### src/include/ostr_pkg.sv
package ostr_pkg;
  localparam int ADDR_W = 4;
  localparam logic [ADDR_W-1:0] TRIM_OFFSET = 4'h0;
  localparam int TRIM_CODE_W = 5;
  localparam int TRIM_CODE_LSB = 0;
  localparam int RSVD_BIT = 5;
  localparam int PLL_EN_BIT = 6;
  localparam int SRC_SEL_BIT = 7;
  localparam logic [7:0] TRIM_RESET = 8'h00;
  localparam logic [4:0] TRIM_CENTER = 5'h00;
  localparam logic [4:0] TRIM_MIN = 5'h10;
  localparam logic [4:0] TRIM_MAX = 5'h0F;
  localparam logic [1:0] RESP_OKAY = 2'h0;
  localparam logic [1:0] RESP_SLVERR = 2'h2;
  // Offset-binary step index: flip sign bit, 0 = slowest, 31 = fastest
  localparam logic [4:0] STEP_SIGN_FLIP = 5'h10;
endpackage

### src/logic/ostr_trim.sv
// Local design decisions: the register addresses and the AXI4-Lite slave port.
`timescale 1ns/1ps
`default_nettype none
module ostr_trim (
  input wire logic ref_clk, // 10 MHz clock
  input wire logic rst_n, // Async reset, active low
  input wire logic pll_supported, // Oscillator mode allows PLL (same domain)
  input wire logic [ostr_pkg::ADDR_W-1:0] s_axi_awaddr, // Write address
  input wire logic s_axi_awvalid, // Write address valid
  output logic s_axi_awready, // Write address ready
  input wire logic [31:0] s_axi_wdata, // Write data
  input wire logic [3:0] s_axi_wstrb, // Write strobes
  input wire logic s_axi_wvalid, // Write data valid
  output logic s_axi_wready, // Write data ready
  output logic [1:0] s_axi_bresp, // Write response
  output logic s_axi_bvalid, // Write response valid
  input wire logic s_axi_bready, // Write response ready
  input wire logic [ostr_pkg::ADDR_W-1:0] s_axi_araddr, // Read address
  input wire logic s_axi_arvalid, // Read address valid
  output logic s_axi_arready, // Read address ready
  output logic [31:0] s_axi_rdata, // Read data
  output logic [1:0] s_axi_rresp, // Read response
  output logic s_axi_rvalid, // Read data valid
  input wire logic s_axi_rready, // Read data ready
  output logic [4:0] main_osc_step, // Main oscillator step index
  output logic low_freq_source_select, // 31 kHz source select
  output logic pll_multiplier_enable, // 4x multiplier on
  output logic [4:0] low_power_rc_trim // Low-power RC trim, fixed
);
  import ostr_pkg::*;

  typedef struct packed {
    logic aw_held;
    logic [ADDR_W-1:0] aw_addr;
    logic w_held;
    logic [31:0] w_data;
    logic [3:0] w_strb;
    logic bvalid;
    logic [1:0] bresp;
    logic rvalid;
    logic [1:0] rresp;
    logic [31:0] rdata;
    logic [4:0] trim_code;
    logic pll_bit;
    logic src_sel;
    logic [4:0] step;
    logic pll_on;
  } ostr_state_t;

  ostr_state_t state_reg;
  ostr_state_t state_next;
  logic do_write;
  logic [7:0] trim_view;

  // Stored PLL bit only shows where the PLL exists
  always_comb begin
    trim_view = '0;
    trim_view[TRIM_CODE_LSB +: TRIM_CODE_W] = state_reg.trim_code;
    trim_view[PLL_EN_BIT] = state_reg.pll_bit & pll_supported;
    trim_view[RSVD_BIT] = 1'b0;
    trim_view[SRC_SEL_BIT] = state_reg.src_sel;
  end

  assign s_axi_awready = !state_reg.aw_held && !state_reg.bvalid;
  assign s_axi_wready = !state_reg.w_held && !state_reg.bvalid;
  assign s_axi_arready = !state_reg.rvalid;
  assign do_write = state_reg.aw_held && state_reg.w_held
    && !state_reg.bvalid;

  always_comb begin
    state_next = state_reg;
    if (s_axi_awvalid && s_axi_awready) begin
      state_next.aw_held = 1'b1;
      state_next.aw_addr = s_axi_awaddr;
    end
    if (s_axi_wvalid && s_axi_wready) begin
      state_next.w_held = 1'b1;
      state_next.w_data = s_axi_wdata;
      state_next.w_strb = s_axi_wstrb;
    end
    if (do_write) begin
      state_next.aw_held = 1'b0;
      state_next.w_held = 1'b0;
      state_next.bvalid = 1'b1;
      if (state_reg.aw_addr == TRIM_OFFSET) begin
        state_next.bresp = RESP_OKAY;
        if (state_reg.w_strb[0]) begin
          // Applied at once; no completion flag exists
          state_next.trim_code =
            state_reg.w_data[TRIM_CODE_LSB +: TRIM_CODE_W];
          state_next.pll_bit = state_reg.w_data[PLL_EN_BIT] & pll_supported;
          state_next.src_sel = state_reg.w_data[SRC_SEL_BIT];
        end
      end else begin
        state_next.bresp = RESP_SLVERR;
      end
    end else if (state_reg.bvalid && s_axi_bready) begin
      state_next.bvalid = 1'b0;
    end
    if (s_axi_arvalid && s_axi_arready) begin
      state_next.rvalid = 1'b1;
      if (s_axi_araddr == TRIM_OFFSET) begin
        state_next.rdata = {24'h000000, trim_view};
        state_next.rresp = RESP_OKAY;
      end else begin
        state_next.rdata = 32'h00000000;
        state_next.rresp = RESP_SLVERR;
      end
    end else if (state_reg.rvalid && s_axi_rready) begin
      state_next.rvalid = 1'b0;
    end
    // Signed code to monotonic, evenly spaced step index
    state_next.step = state_next.trim_code ^ STEP_SIGN_FLIP;
    state_next.pll_on = state_next.pll_bit & pll_supported;
  end

  always_ff @(posedge ref_clk or negedge rst_n) begin
    if (!rst_n) begin
      state_reg <= '0;
      state_reg.step <= STEP_SIGN_FLIP;
    end else begin
      state_reg <= state_next;
    end
  end

  assign s_axi_bvalid = state_reg.bvalid;
  assign s_axi_bresp = state_reg.bresp;
  assign s_axi_rvalid = state_reg.rvalid;
  assign s_axi_rresp = state_reg.rresp;
  assign s_axi_rdata = state_reg.rdata;
  assign main_osc_step = state_reg.step;
  assign low_freq_source_select = state_reg.src_sel;
  assign pll_multiplier_enable = state_reg.pll_on & pll_supported;
  assign low_power_rc_trim = TRIM_CENTER;

  a_step_order: assert property (@(posedge ref_clk)
    disable iff (!rst_n)
    (state_reg.trim_code == TRIM_MIN) |-> (main_osc_step == 5'h00))
    else $error("minimum trim code not slowest step");
  a_step_center: assert property (@(posedge ref_clk)
    disable iff (!rst_n)
    (state_reg.trim_code == TRIM_CENTER) |-> (main_osc_step == 5'h10))
    else $error("centre trim code not centre step");
  a_step_mono: assert property (@(posedge ref_clk)
    disable iff (!rst_n)
    ($signed(state_reg.trim_code) > $signed($past(state_reg.trim_code)))
    |-> (main_osc_step > $past(main_osc_step)))
    else $error("raised trim did not raise frequency");
  a_rc_fixed: assert property (@(posedge ref_clk)
    disable iff (!rst_n)
    low_power_rc_trim == TRIM_CENTER)
    else $error("low-power oscillator moved");
  a_pll_gated: assert property (@(posedge ref_clk)
    disable iff (!rst_n)
    s_axi_rvalid && !s_axi_rresp[1] && !pll_supported
    && $rose(s_axi_rvalid) |-> !s_axi_rdata[PLL_EN_BIT])
    else $error("pll bit read as one when unsupported");
  a_rsvd_zero: assert property (@(posedge ref_clk)
    disable iff (!rst_n)
    s_axi_rvalid |-> !s_axi_rdata[RSVD_BIT])
    else $error("reserved bit read as one");
  a_write_takes: assert property (@(posedge ref_clk)
    disable iff (!rst_n)
    do_write && state_reg.aw_addr == TRIM_OFFSET && state_reg.w_strb[0]
    |=> low_freq_source_select == $past(state_reg.w_data[SRC_SEL_BIT])
    ##0 s_axi_bvalid)
    else $error("write to trim register not applied");
  a_pll_follow: assert property (@(posedge ref_clk)
    disable iff (!rst_n)
    pll_multiplier_enable |-> state_reg.pll_bit && pll_supported)
    else $error("multiplier on without enable");
endmodule // ostr_trim
`default_nettype wire

### config.mk
export PLATFORM = sky130hd
export DESIGN_NAME = ostr_trim
export DESIGN_NICKNAME = d
export VERILOG_FILES = /design/src/include/ostr_pkg.sv /design/src/logic/ostr_trim.sv
export SDC_FILE = /design/constraint.sdc
export NUM_CORES = 1
export LEC_CHECK = 0
export BUFFER_PORTS_ARGS = -buffer_cell sky130_fd_sc_hd__buf_4
export CAP_MARGIN = 20
export CORE_ASPECT_RATIO = 0.7
export CORE_UTILIZATION = 46
export DETAILED_ROUTE_END_ITERATION = 6
export MAX_ROUTING_LAYER = met4
export PLACE_DENSITY = 0.88
export SLEW_MARGIN = 20
export SYNTH_ARGS = -nofsm -noshare
export SYNTH_HDL_FRONTEND = slang
export SYNTH_SLANG_ARGS = --single-unit
### constraint.sdc
create_clock -name ref_clk -period 2.7 [get_ports ref_clk]
set_clock_uncertainty 0.1 [all_clocks]
set_input_delay 0.27 -clock ref_clk [delete_from_list [all_inputs] [get_ports ref_clk]]
set_output_delay 0.27 -clock ref_clk [all_outputs]
set_load 0.05 [all_outputs]
# Yosys cells after proc, flatten, opt, wreduce, memory -nomap -nowiden
# Index checks and enable logic that the tools add are counted.
# totals
regBits,93
word_cells,53
# classes
n_reduce_logical,20
n_mux,13
n_bitwise,5
# ops
op,count
2-to-1 mux 37 bit,1
2-to-1 mux 34 bit,1
2-to-1 mux 7 bit,3
logical AND 1 bit,9
logical NOT 4 bit,2
nonzero test 2 bit,4
2-to-1 mux 1 bit,6
2-to-1 mux 5 bit,1
AND 1 bit,4
logical NOT 1 bit,4
AND reduction 3 bit,1
2-to-1 mux 2 bit,1
NOT 1 bit,1

# Logic depth before layout (Yosys ltp)
# Gate-level depths: netlist of run 1.
# logic_depth
depth_word,5
mapped_depth,4
depth_no_buf,3

# Worst setup path after synthesis of run 1
# OpenSTA, ideal clock, no wires.
# synth_timing
kind,register -> register
from,"register state_reg, in the netlist s_axi_bvalid"
to,register state_reg[51] (netlist bit)
arrival_time_ns,2.060
required_time_ns,2.475
path_stages_with_launch,5
slack_ns,0.415
cell_sequence,dfrtp_1 > nor2_1 > and2_1 > buf_2 > mux2_2
# synth_between
elab_chain_len,3
# synth_lines
item,line,rtl
"start, declared",ostr_trim.sv:50,ostr_state_t state_reg;
"start signal, assigned",ostr_trim.sv:122,state_reg <= state_next;
logical NOT 1 bit,ostr_trim.sv:65,assign s_axi_wready = !state_reg.w_held && !state_reg.bvalid;
logical AND 1 bit,ostr_trim.sv:65,
via s_axi_wready,ostr_trim.sv:14,"output logic s_axi_wready,"
logical AND 1 bit,ostr_trim.sv:76,if (s_axi_wvalid && s_axi_wready) begin
# The timed path passes the listed nets, and every way through them passes these cells.
# A chain may end at the register's enable or synchronous reset.

# Worst setup path after layout of run 1
# layout_timing
from,register state_reg[88] (netlist bit)
to,"register state_reg, in the netlist main_osc_step[3]"
# layout_between
elab_chain_len,3
# layout_lines
item,line,rtl
logical NOT 4 bit,ostr_trim.sv:85,if (state_reg.aw_addr == TRIM_OFFSET) begin
2-to-1 mux 7 bit,ostr_trim.sv:85,
2-to-1 mux 7 bit,ostr_trim.sv:81,if (do_write) begin
# No other way between the ends.

==> results of run 1 <==
[layer usage]
metal  track usage  up-vias  share of wire
met3       0.08269        4          0.096
li1              -      454              -
met1        0.1931      458           0.44
met5             -        -              0
met2        0.2252       47           0.45
met4       0.05660        0         0.0099
[cell type report]
type	instances	area, µm²
fill	324	1582
clock buffer	7	86.33
inverter	4	15.01
timing repair buffer	45	340.3
clock inverter	1	5.005
sequential	34	852.1
tap	50	62.56
multi-input combinational	83	570.5
[metrics by stage]
stage	util	std cells
finish	0.5499	224
global route	0.5499	224
CTS	0.5499	224
detailed placement	0.5210	215
global placement	0.5210	215
floorplan	-	170
[worst paths after layout]
kind | cells past startpoint | startpoint | to | slack [ns]
worst max-delay path | 3 | state_reg[88] | main_osc_step[3] | 0.87
worst min-delay path | 2 | s_axi_rready | s_axi_rvalid | 0.06
worst max register to register | 3 | state_reg[88] | main_osc_step[3] | 0.87
worst min register to register | 1 | register | main_osc_step[4] | 0.35
max in group asynchronous | 2 | rst_n | main_osc_step[4] | 1.81
min in group asynchronous | 2 | rst_n | state_reg[91] | 0.35
[power groups by stage]
stage / sequential, W / clock (W) / combinational (W)
2_1_floorplan: 0.000819 / 0 / 0.000644
3_3_place_gp: 0.000798 / 0 / 0.000763
3_5_place_dp: 0.000811 / 0 / 0.000782
4_1_cts: 0.000802 / 0.000398 / 0.000784
5_1_grt: 0.000825 / 0.000417 / 0.000825
6_report: 0.000800 / 0.000384 / 0.000776
[cell usage after synthesis (all sizes together)]
master,count,area share
mux2,18,0.13
a32o,1,0.0059
conb,1,0.0022
or4,1,0.0067
dfstp,1,0.016
inv,4,0.0089
dfrtp,33,0.49
nand2b,1,0.0037
nor2,5,0.016
o21ai,3,0.0089
and3b,1,0.0052
nor4,1,0.0037
buf,49,0.22
nand3b,1,0.0044
a22o,6,0.031
a21oi,3,0.0089
and2,3,0.011
mux2i,3,0.018
nand2,3,0.0067
and3,1,0.0037
[logic make-up after synthesis]
logic type	after synthesis
simple gates	17
mux	21
compound gates	13
flops	34
buf+inv	53
other cells	1
[placed cells by master, fill, tap and decap left out, types with 2 or more instances in the layout]
cell / count
nor2_1: 4
mux2_4: 6
inv_1: 4
a22o_1: 6
buf_4: 44
mux2i_1: 3
nand2_1: 3
a21oi_1: 3
o21ai_0: 3
clkbuf_8: 6
and2_1: 2
mux2_2: 12
conb_1: 32
dfrtp_1: 33
[worst max-delay path, cell delays in order (launching register included)]
cell and delay, ns:
dfrtp_1 0.38, nor4_1 0.29, and3_1 0.60, mux2_4 0.35
==> results.md, run 1 <==
- Final Worst Setup Slack: 0.8684 ns
- Post-Place Cell Area: roughly 1800 µm²
- Main combinational cell family by area after synthesis: buffers and inverters
- Max-cap violation count: 0
- CTS tree: done
- Root buffer cell: clkbuf_8
- DR pass1 iterations: 4
- Max Freq: between 500 and 600 MHz
- Synthesized instance count: about 140
- Fin. Hold Viols: 0
- GRT Total Usage: 0.1588
- Post-CTS Setup Repair Bufs: 0
- Status: finished, final reports clean
- Sequential share of the synthesized area: 0.5048
- Startpoint Class: register
- RSZ-0062 raised after global routing: no
- Routability Congestion: between 0.7 and 0.8
- CTS Hold Buffers Added: 1
- First-pass GRT wire length: just over 4000 µm
- Mux cell area share after synthesis: 0.1512
- Syn avg cell area: around 12 µm²
- Remaining antenna violation count: 0
- Power density over the cells: 1015 nW/µm²
- Hold Path Class: in2reg
- Setup TNS: 0 ns
- Resized cells post-CTS: 0
- WS Path Type: reg2reg
- Vias/cell: roughly 4.3
- LEAKAGE: a little under 1 nW
- Vias in the first global route: 868
- Drt drc: 0
- Hold WS: about 0.06 ns
- IO Port Bufs: 44
- Post-Synth Adder-Cell Area: 0
- Flops & latches, synth: 34
- CP Capture Type: register
- Area grow syn2layout: 14.45%
- Net Sw Frac: 0.4005
- Internal: 0.001175 W
- Final WL: 2715 µm
- Gr ovfl total: 0
- Switch Pwr: 0.0007849 W
- Logic pwr share: 0.396
- Drt wl/cell: between 10 and 15 µm
- Cts bufs inserted: 5
- Share of cells above drive strength 1: 0.4138
- Core area: about 3500 µm²
- Fin nets: about 230
- Largest register FFs: 16
- YS warnings: 0
- Clock transition at path regs: roughly 0.070 ns
- Max-slew headroom: 0.6006
- Clock Path Buffers: 2
- Ports: between 100 and 150
- Ant diodes: 0
- Peak supply drop: 705.3 µV
- XOR/XNOR share of the synthesized area: 0
- Die H: ~53 µm
- DRT iter0 DRCs: 48
- Register share of total power: 0.408
- Worst-margin pin slew: approximately 0.60 ns
- Worst EP arrival: ~1.9 ns
- Die footprint: between 3000 and 4000 µm²
- Clock Latency Late Sink: 0.29 ns
- Via count: just under 1,000
- Post-layout minimum cycle time: 1.832 ns
- Endpoints failing setup: 0
- Design area: slightly below 2000 µm²
- Pre-CTS setup slack: approximately 0.85 ns
- Chip width: 74.40 µm
- Worst endpoint required time: 2.77 ns
- Clk pwr share: 0.196
- Post-layout power: between 0.0015 and 0.002 W
- Compound-cell area share of the yosys netlist: 0.05486
- Initial antenna violation count: 0
- Post-synthesis cell type count: 25
- Pin count of the biggest net entering global routing: 35
- Synth Area in Simple Gates: 0.06079
- Initial Util: 0.4804
- Crit Path Max Fanout: 9
- Final Cycle Share: 0.6784
- Post-Syn Area: between 1500 and 2000 µm²
- CTS sink cnt: 34
- H-tree levels: 2
- Final Max Slew Viols: 0
- Rows: 18
- DP HPWL: just over 2000 µm
(Power assumes the default switching activity.)
==> run 2: changes to the inputs <==
- ABC_AREA: unset -> 1
- CORE_UTILIZATION: 46 -> 39
- PLACE_DENSITY: 0.88 -> 0.79
- clock period: 2.7 -> 1.59 ns (I/O delays scaled with it)
==> results.md, run 2 <==
- Status: finished, final reports clean
- Power density over the cells: 1738 nW/µm² (+71%)
- YS warnings: 0 (unchanged)
- Worst EP arrival: 1.18 ns (-0.72 ns)
- Syn avg cell area: 8.898 µm² (-27%)
- Final WL: 3023 µm (+11%)
- Largest register FFs: 16 (unchanged)
- Share of cells above drive strength 1: 0.2924 (-0.1214)
- CTS Hold Buffers Added: 4 (+3)
- GRT Total Usage: 0.1438 (-0.01508)
- Vias in the first global route: 1,099 (+27%)
- CTS sink cnt: 34 (unchanged)
- Number of synthesized flops with an enable pin: 0 (unchanged)
- Final Non-Filler Cells: 288 (+29%)
- Post-layout power: 0.003555 W (+81%)
- Rows: 19 (+1)
- First-pass GRT wire length: 4843 µm (+17%)
- Main flop type after synthesis: dfrtp_1
- Hold Path Class: in2reg
- Most frequent cells in the layout: nand2_1, buf_4, dfrtp_1, conb_1, nand3_1
- Gr ovfl total: 0 (unchanged)
- Remaining antenna violation count: 0 (unchanged)
- Via count: 1,185 (+23%)
- Synth top cells by count: nand2_1, buf_4, dfrtp_1
- IO Port Bufs: 44 (unchanged)
- CTS tree: done
- Chip width: 82.13 µm (+10%)
- Worst endpoint required time: 1.33 ns (-1.44 ns)
- Ports: 105 (unchanged)
- Final Cycle Share: 0.9069
- Final Max Slew Viols: 0 (unchanged)
- Routability Congestion: 0.7021 (-1.9%)
- Startpoint Class: register
- Clock Path Buffers: 2 (unchanged)
- Core area: 4113 µm² (+17%)
- Cts bufs inserted: 5 (unchanged)
- Fin nets: 287 (+28%)
- Fin. Hold Viols: 0 (unchanged)
- LEAKAGE: 1.155 nW (+18%)
- Ant diodes: 0 (unchanged)
- Sequential share of the synthesized area: 0.4861 (-0.01874)
- CP Capture Type: output pin
- Post-CTS Setup Repair Bufs: 0 (unchanged)
- Synth top area share: 0.4711 (-0.01816)
- Filler cell count: 417 (+29%)
- Post-synthesis cell type count: 22 (-12%)
- Die footprint: 4771 µm² (+22%)
- Resized cells post-CTS: 0 (unchanged)
- Post-Syn Area: 1753 µm² (+3.9%)
- Placed cell count: 276 (+28%)
- Flops & latches, synth: 34 (unchanged)
- Crit Path Max Fanout: 6 (-3)
- Area grow syn2layout: 16.70%
- Largest area contributor in the netlist: dfrtp_1
- H-tree levels: 2 (unchanged)
- Drt wl/cell: 10.50 µm (-13%)
- Pin count of the biggest net entering global routing: 35 (unchanged)
- Synthesized instance count: 197 (+42%)
- Ys async rst share: 1.000 (unchanged)
- Peak supply drop: 853.7 µV (+21%)
- Vias/cell: 4.115 (-4.3%)
- Top cells by area, synth: dfrtp_1, buf_4, nand2_1, nand3_1, nor2_1
- WS Path Type: reg2out
- Clock transition at path regs: 0.07 ns (about the same)
- Root buffer cell: clkbuf_8
- Setup TNS: 0 ns (unchanged)
- Commonest non-fill, non-tap cell in the layout: nand2_1
- RSZ-0062 raised after global routing: no
- Max-cap violation count: 0 (unchanged)
- Initial antenna violation count: 0 (unchanged)
- Final core occ: 0.4974 (-0.05244)
- Endpoints failing setup: 0 (unchanged)
- DRT iter0 DRCs: 40 (-17%)
- DP HPWL: 2285 µm (+13%)
- Count leader, synth: nand2_1
- DR pass1 iterations: 4 (unchanged)
- Drt drc: 0 (unchanged)
- Initial Util: 0.4262 (-0.05419)
- Max Freq: between 600 and 700 MHz
- Die H: 58.09 µm (+10%)
- Clock Latency Late Sink: 0.28 ns (about the same)
- Post-layout minimum cycle time: 1.442 ns
- Hold WS: 0.008862 ns (-0.05266 ns)
==> run 2: cell type report <==
class	count	area, µm²	share of cell area
multi-input combinational	137	631.9	0.3089
sequential	34	853.3	0.4171
inverter	9	33.78	0.01651
tap	52	65.06	0.03180
clock buffer	7	86.33	0.04220
timing repair buffer	48	370.4	0.1810
clock inverter	1	5.005	0.002446
==> run 2: worst paths after layout <==
kind,startpoint,slack [ns],end,cells after the start
max in group asynchronous,rst_n,0.79,main_osc_step[4],2
setup reg to reg,s_axi_bvalid,0.27,register,6
setup / recovery,state_reg[92],0.15,s_axi_awready,2
min in group asynchronous,rst_n,0.27,state_reg[0],2
hold reg to reg,state_reg[88],0.37,state_reg[88],2
hold / removal,s_axi_awaddr[0],0.009,state_reg[88],3
==> run 2: where the power goes <==
part           internal, W  switching, W  total [W]  leakage, nW
Clock             0.000349      0.000286   0.000635       0.0482
Combinational     0.000425       0.00108    0.00150        0.681
Sequential         0.00116      0.000260    0.00142        0.426
Total              0.00193       0.00162    0.00355         1.16
==> run 2: metal layers <==
layer | wire [µm] | share of wire | track usage
met4 | 32 | 0.011 | 0.05263
met5 | 0 | 0 | -
met1 | 1427 | 0.47 | 0.1772
met2 | 1326 | 0.44 | 0.2161
met3 | 237 | 0.078 | 0.05197
==> run 2: cell families (layout without fill, tap and decap cells) <==
| group | count (synthesis) | in the layout | synth area share |
|---|---|---|---|
| AO/OA/AOI/OAI | 8 | 8 | 0.02855 |
| buffers and inverters | 57 | 65 | 0.2256 |
| flip-flops | 34 | 34 | 0.4861 |
| other | 1 | 32 | 0.002139 |
| AND/OR/NAND/NOR | 97 | 97 | 0.2577 |
==> run 2: through the flow <==
stage / cell area [µm²] / worst slack, ns
global placement: 1914 / 0.2981
global route: 2046 / 0.09854
finish: 2046 / 0.1480
detailed placement: 1914 / 0.2763
floorplan: 1881 / 0.007377
CTS: 2046 / 0.1325
==> run 2: critical path, cell delays in order, from the launching register on <==
cell and delay (ns):
dfrtp_1 0.47, nor2_4 0.21, buf_4 0.23
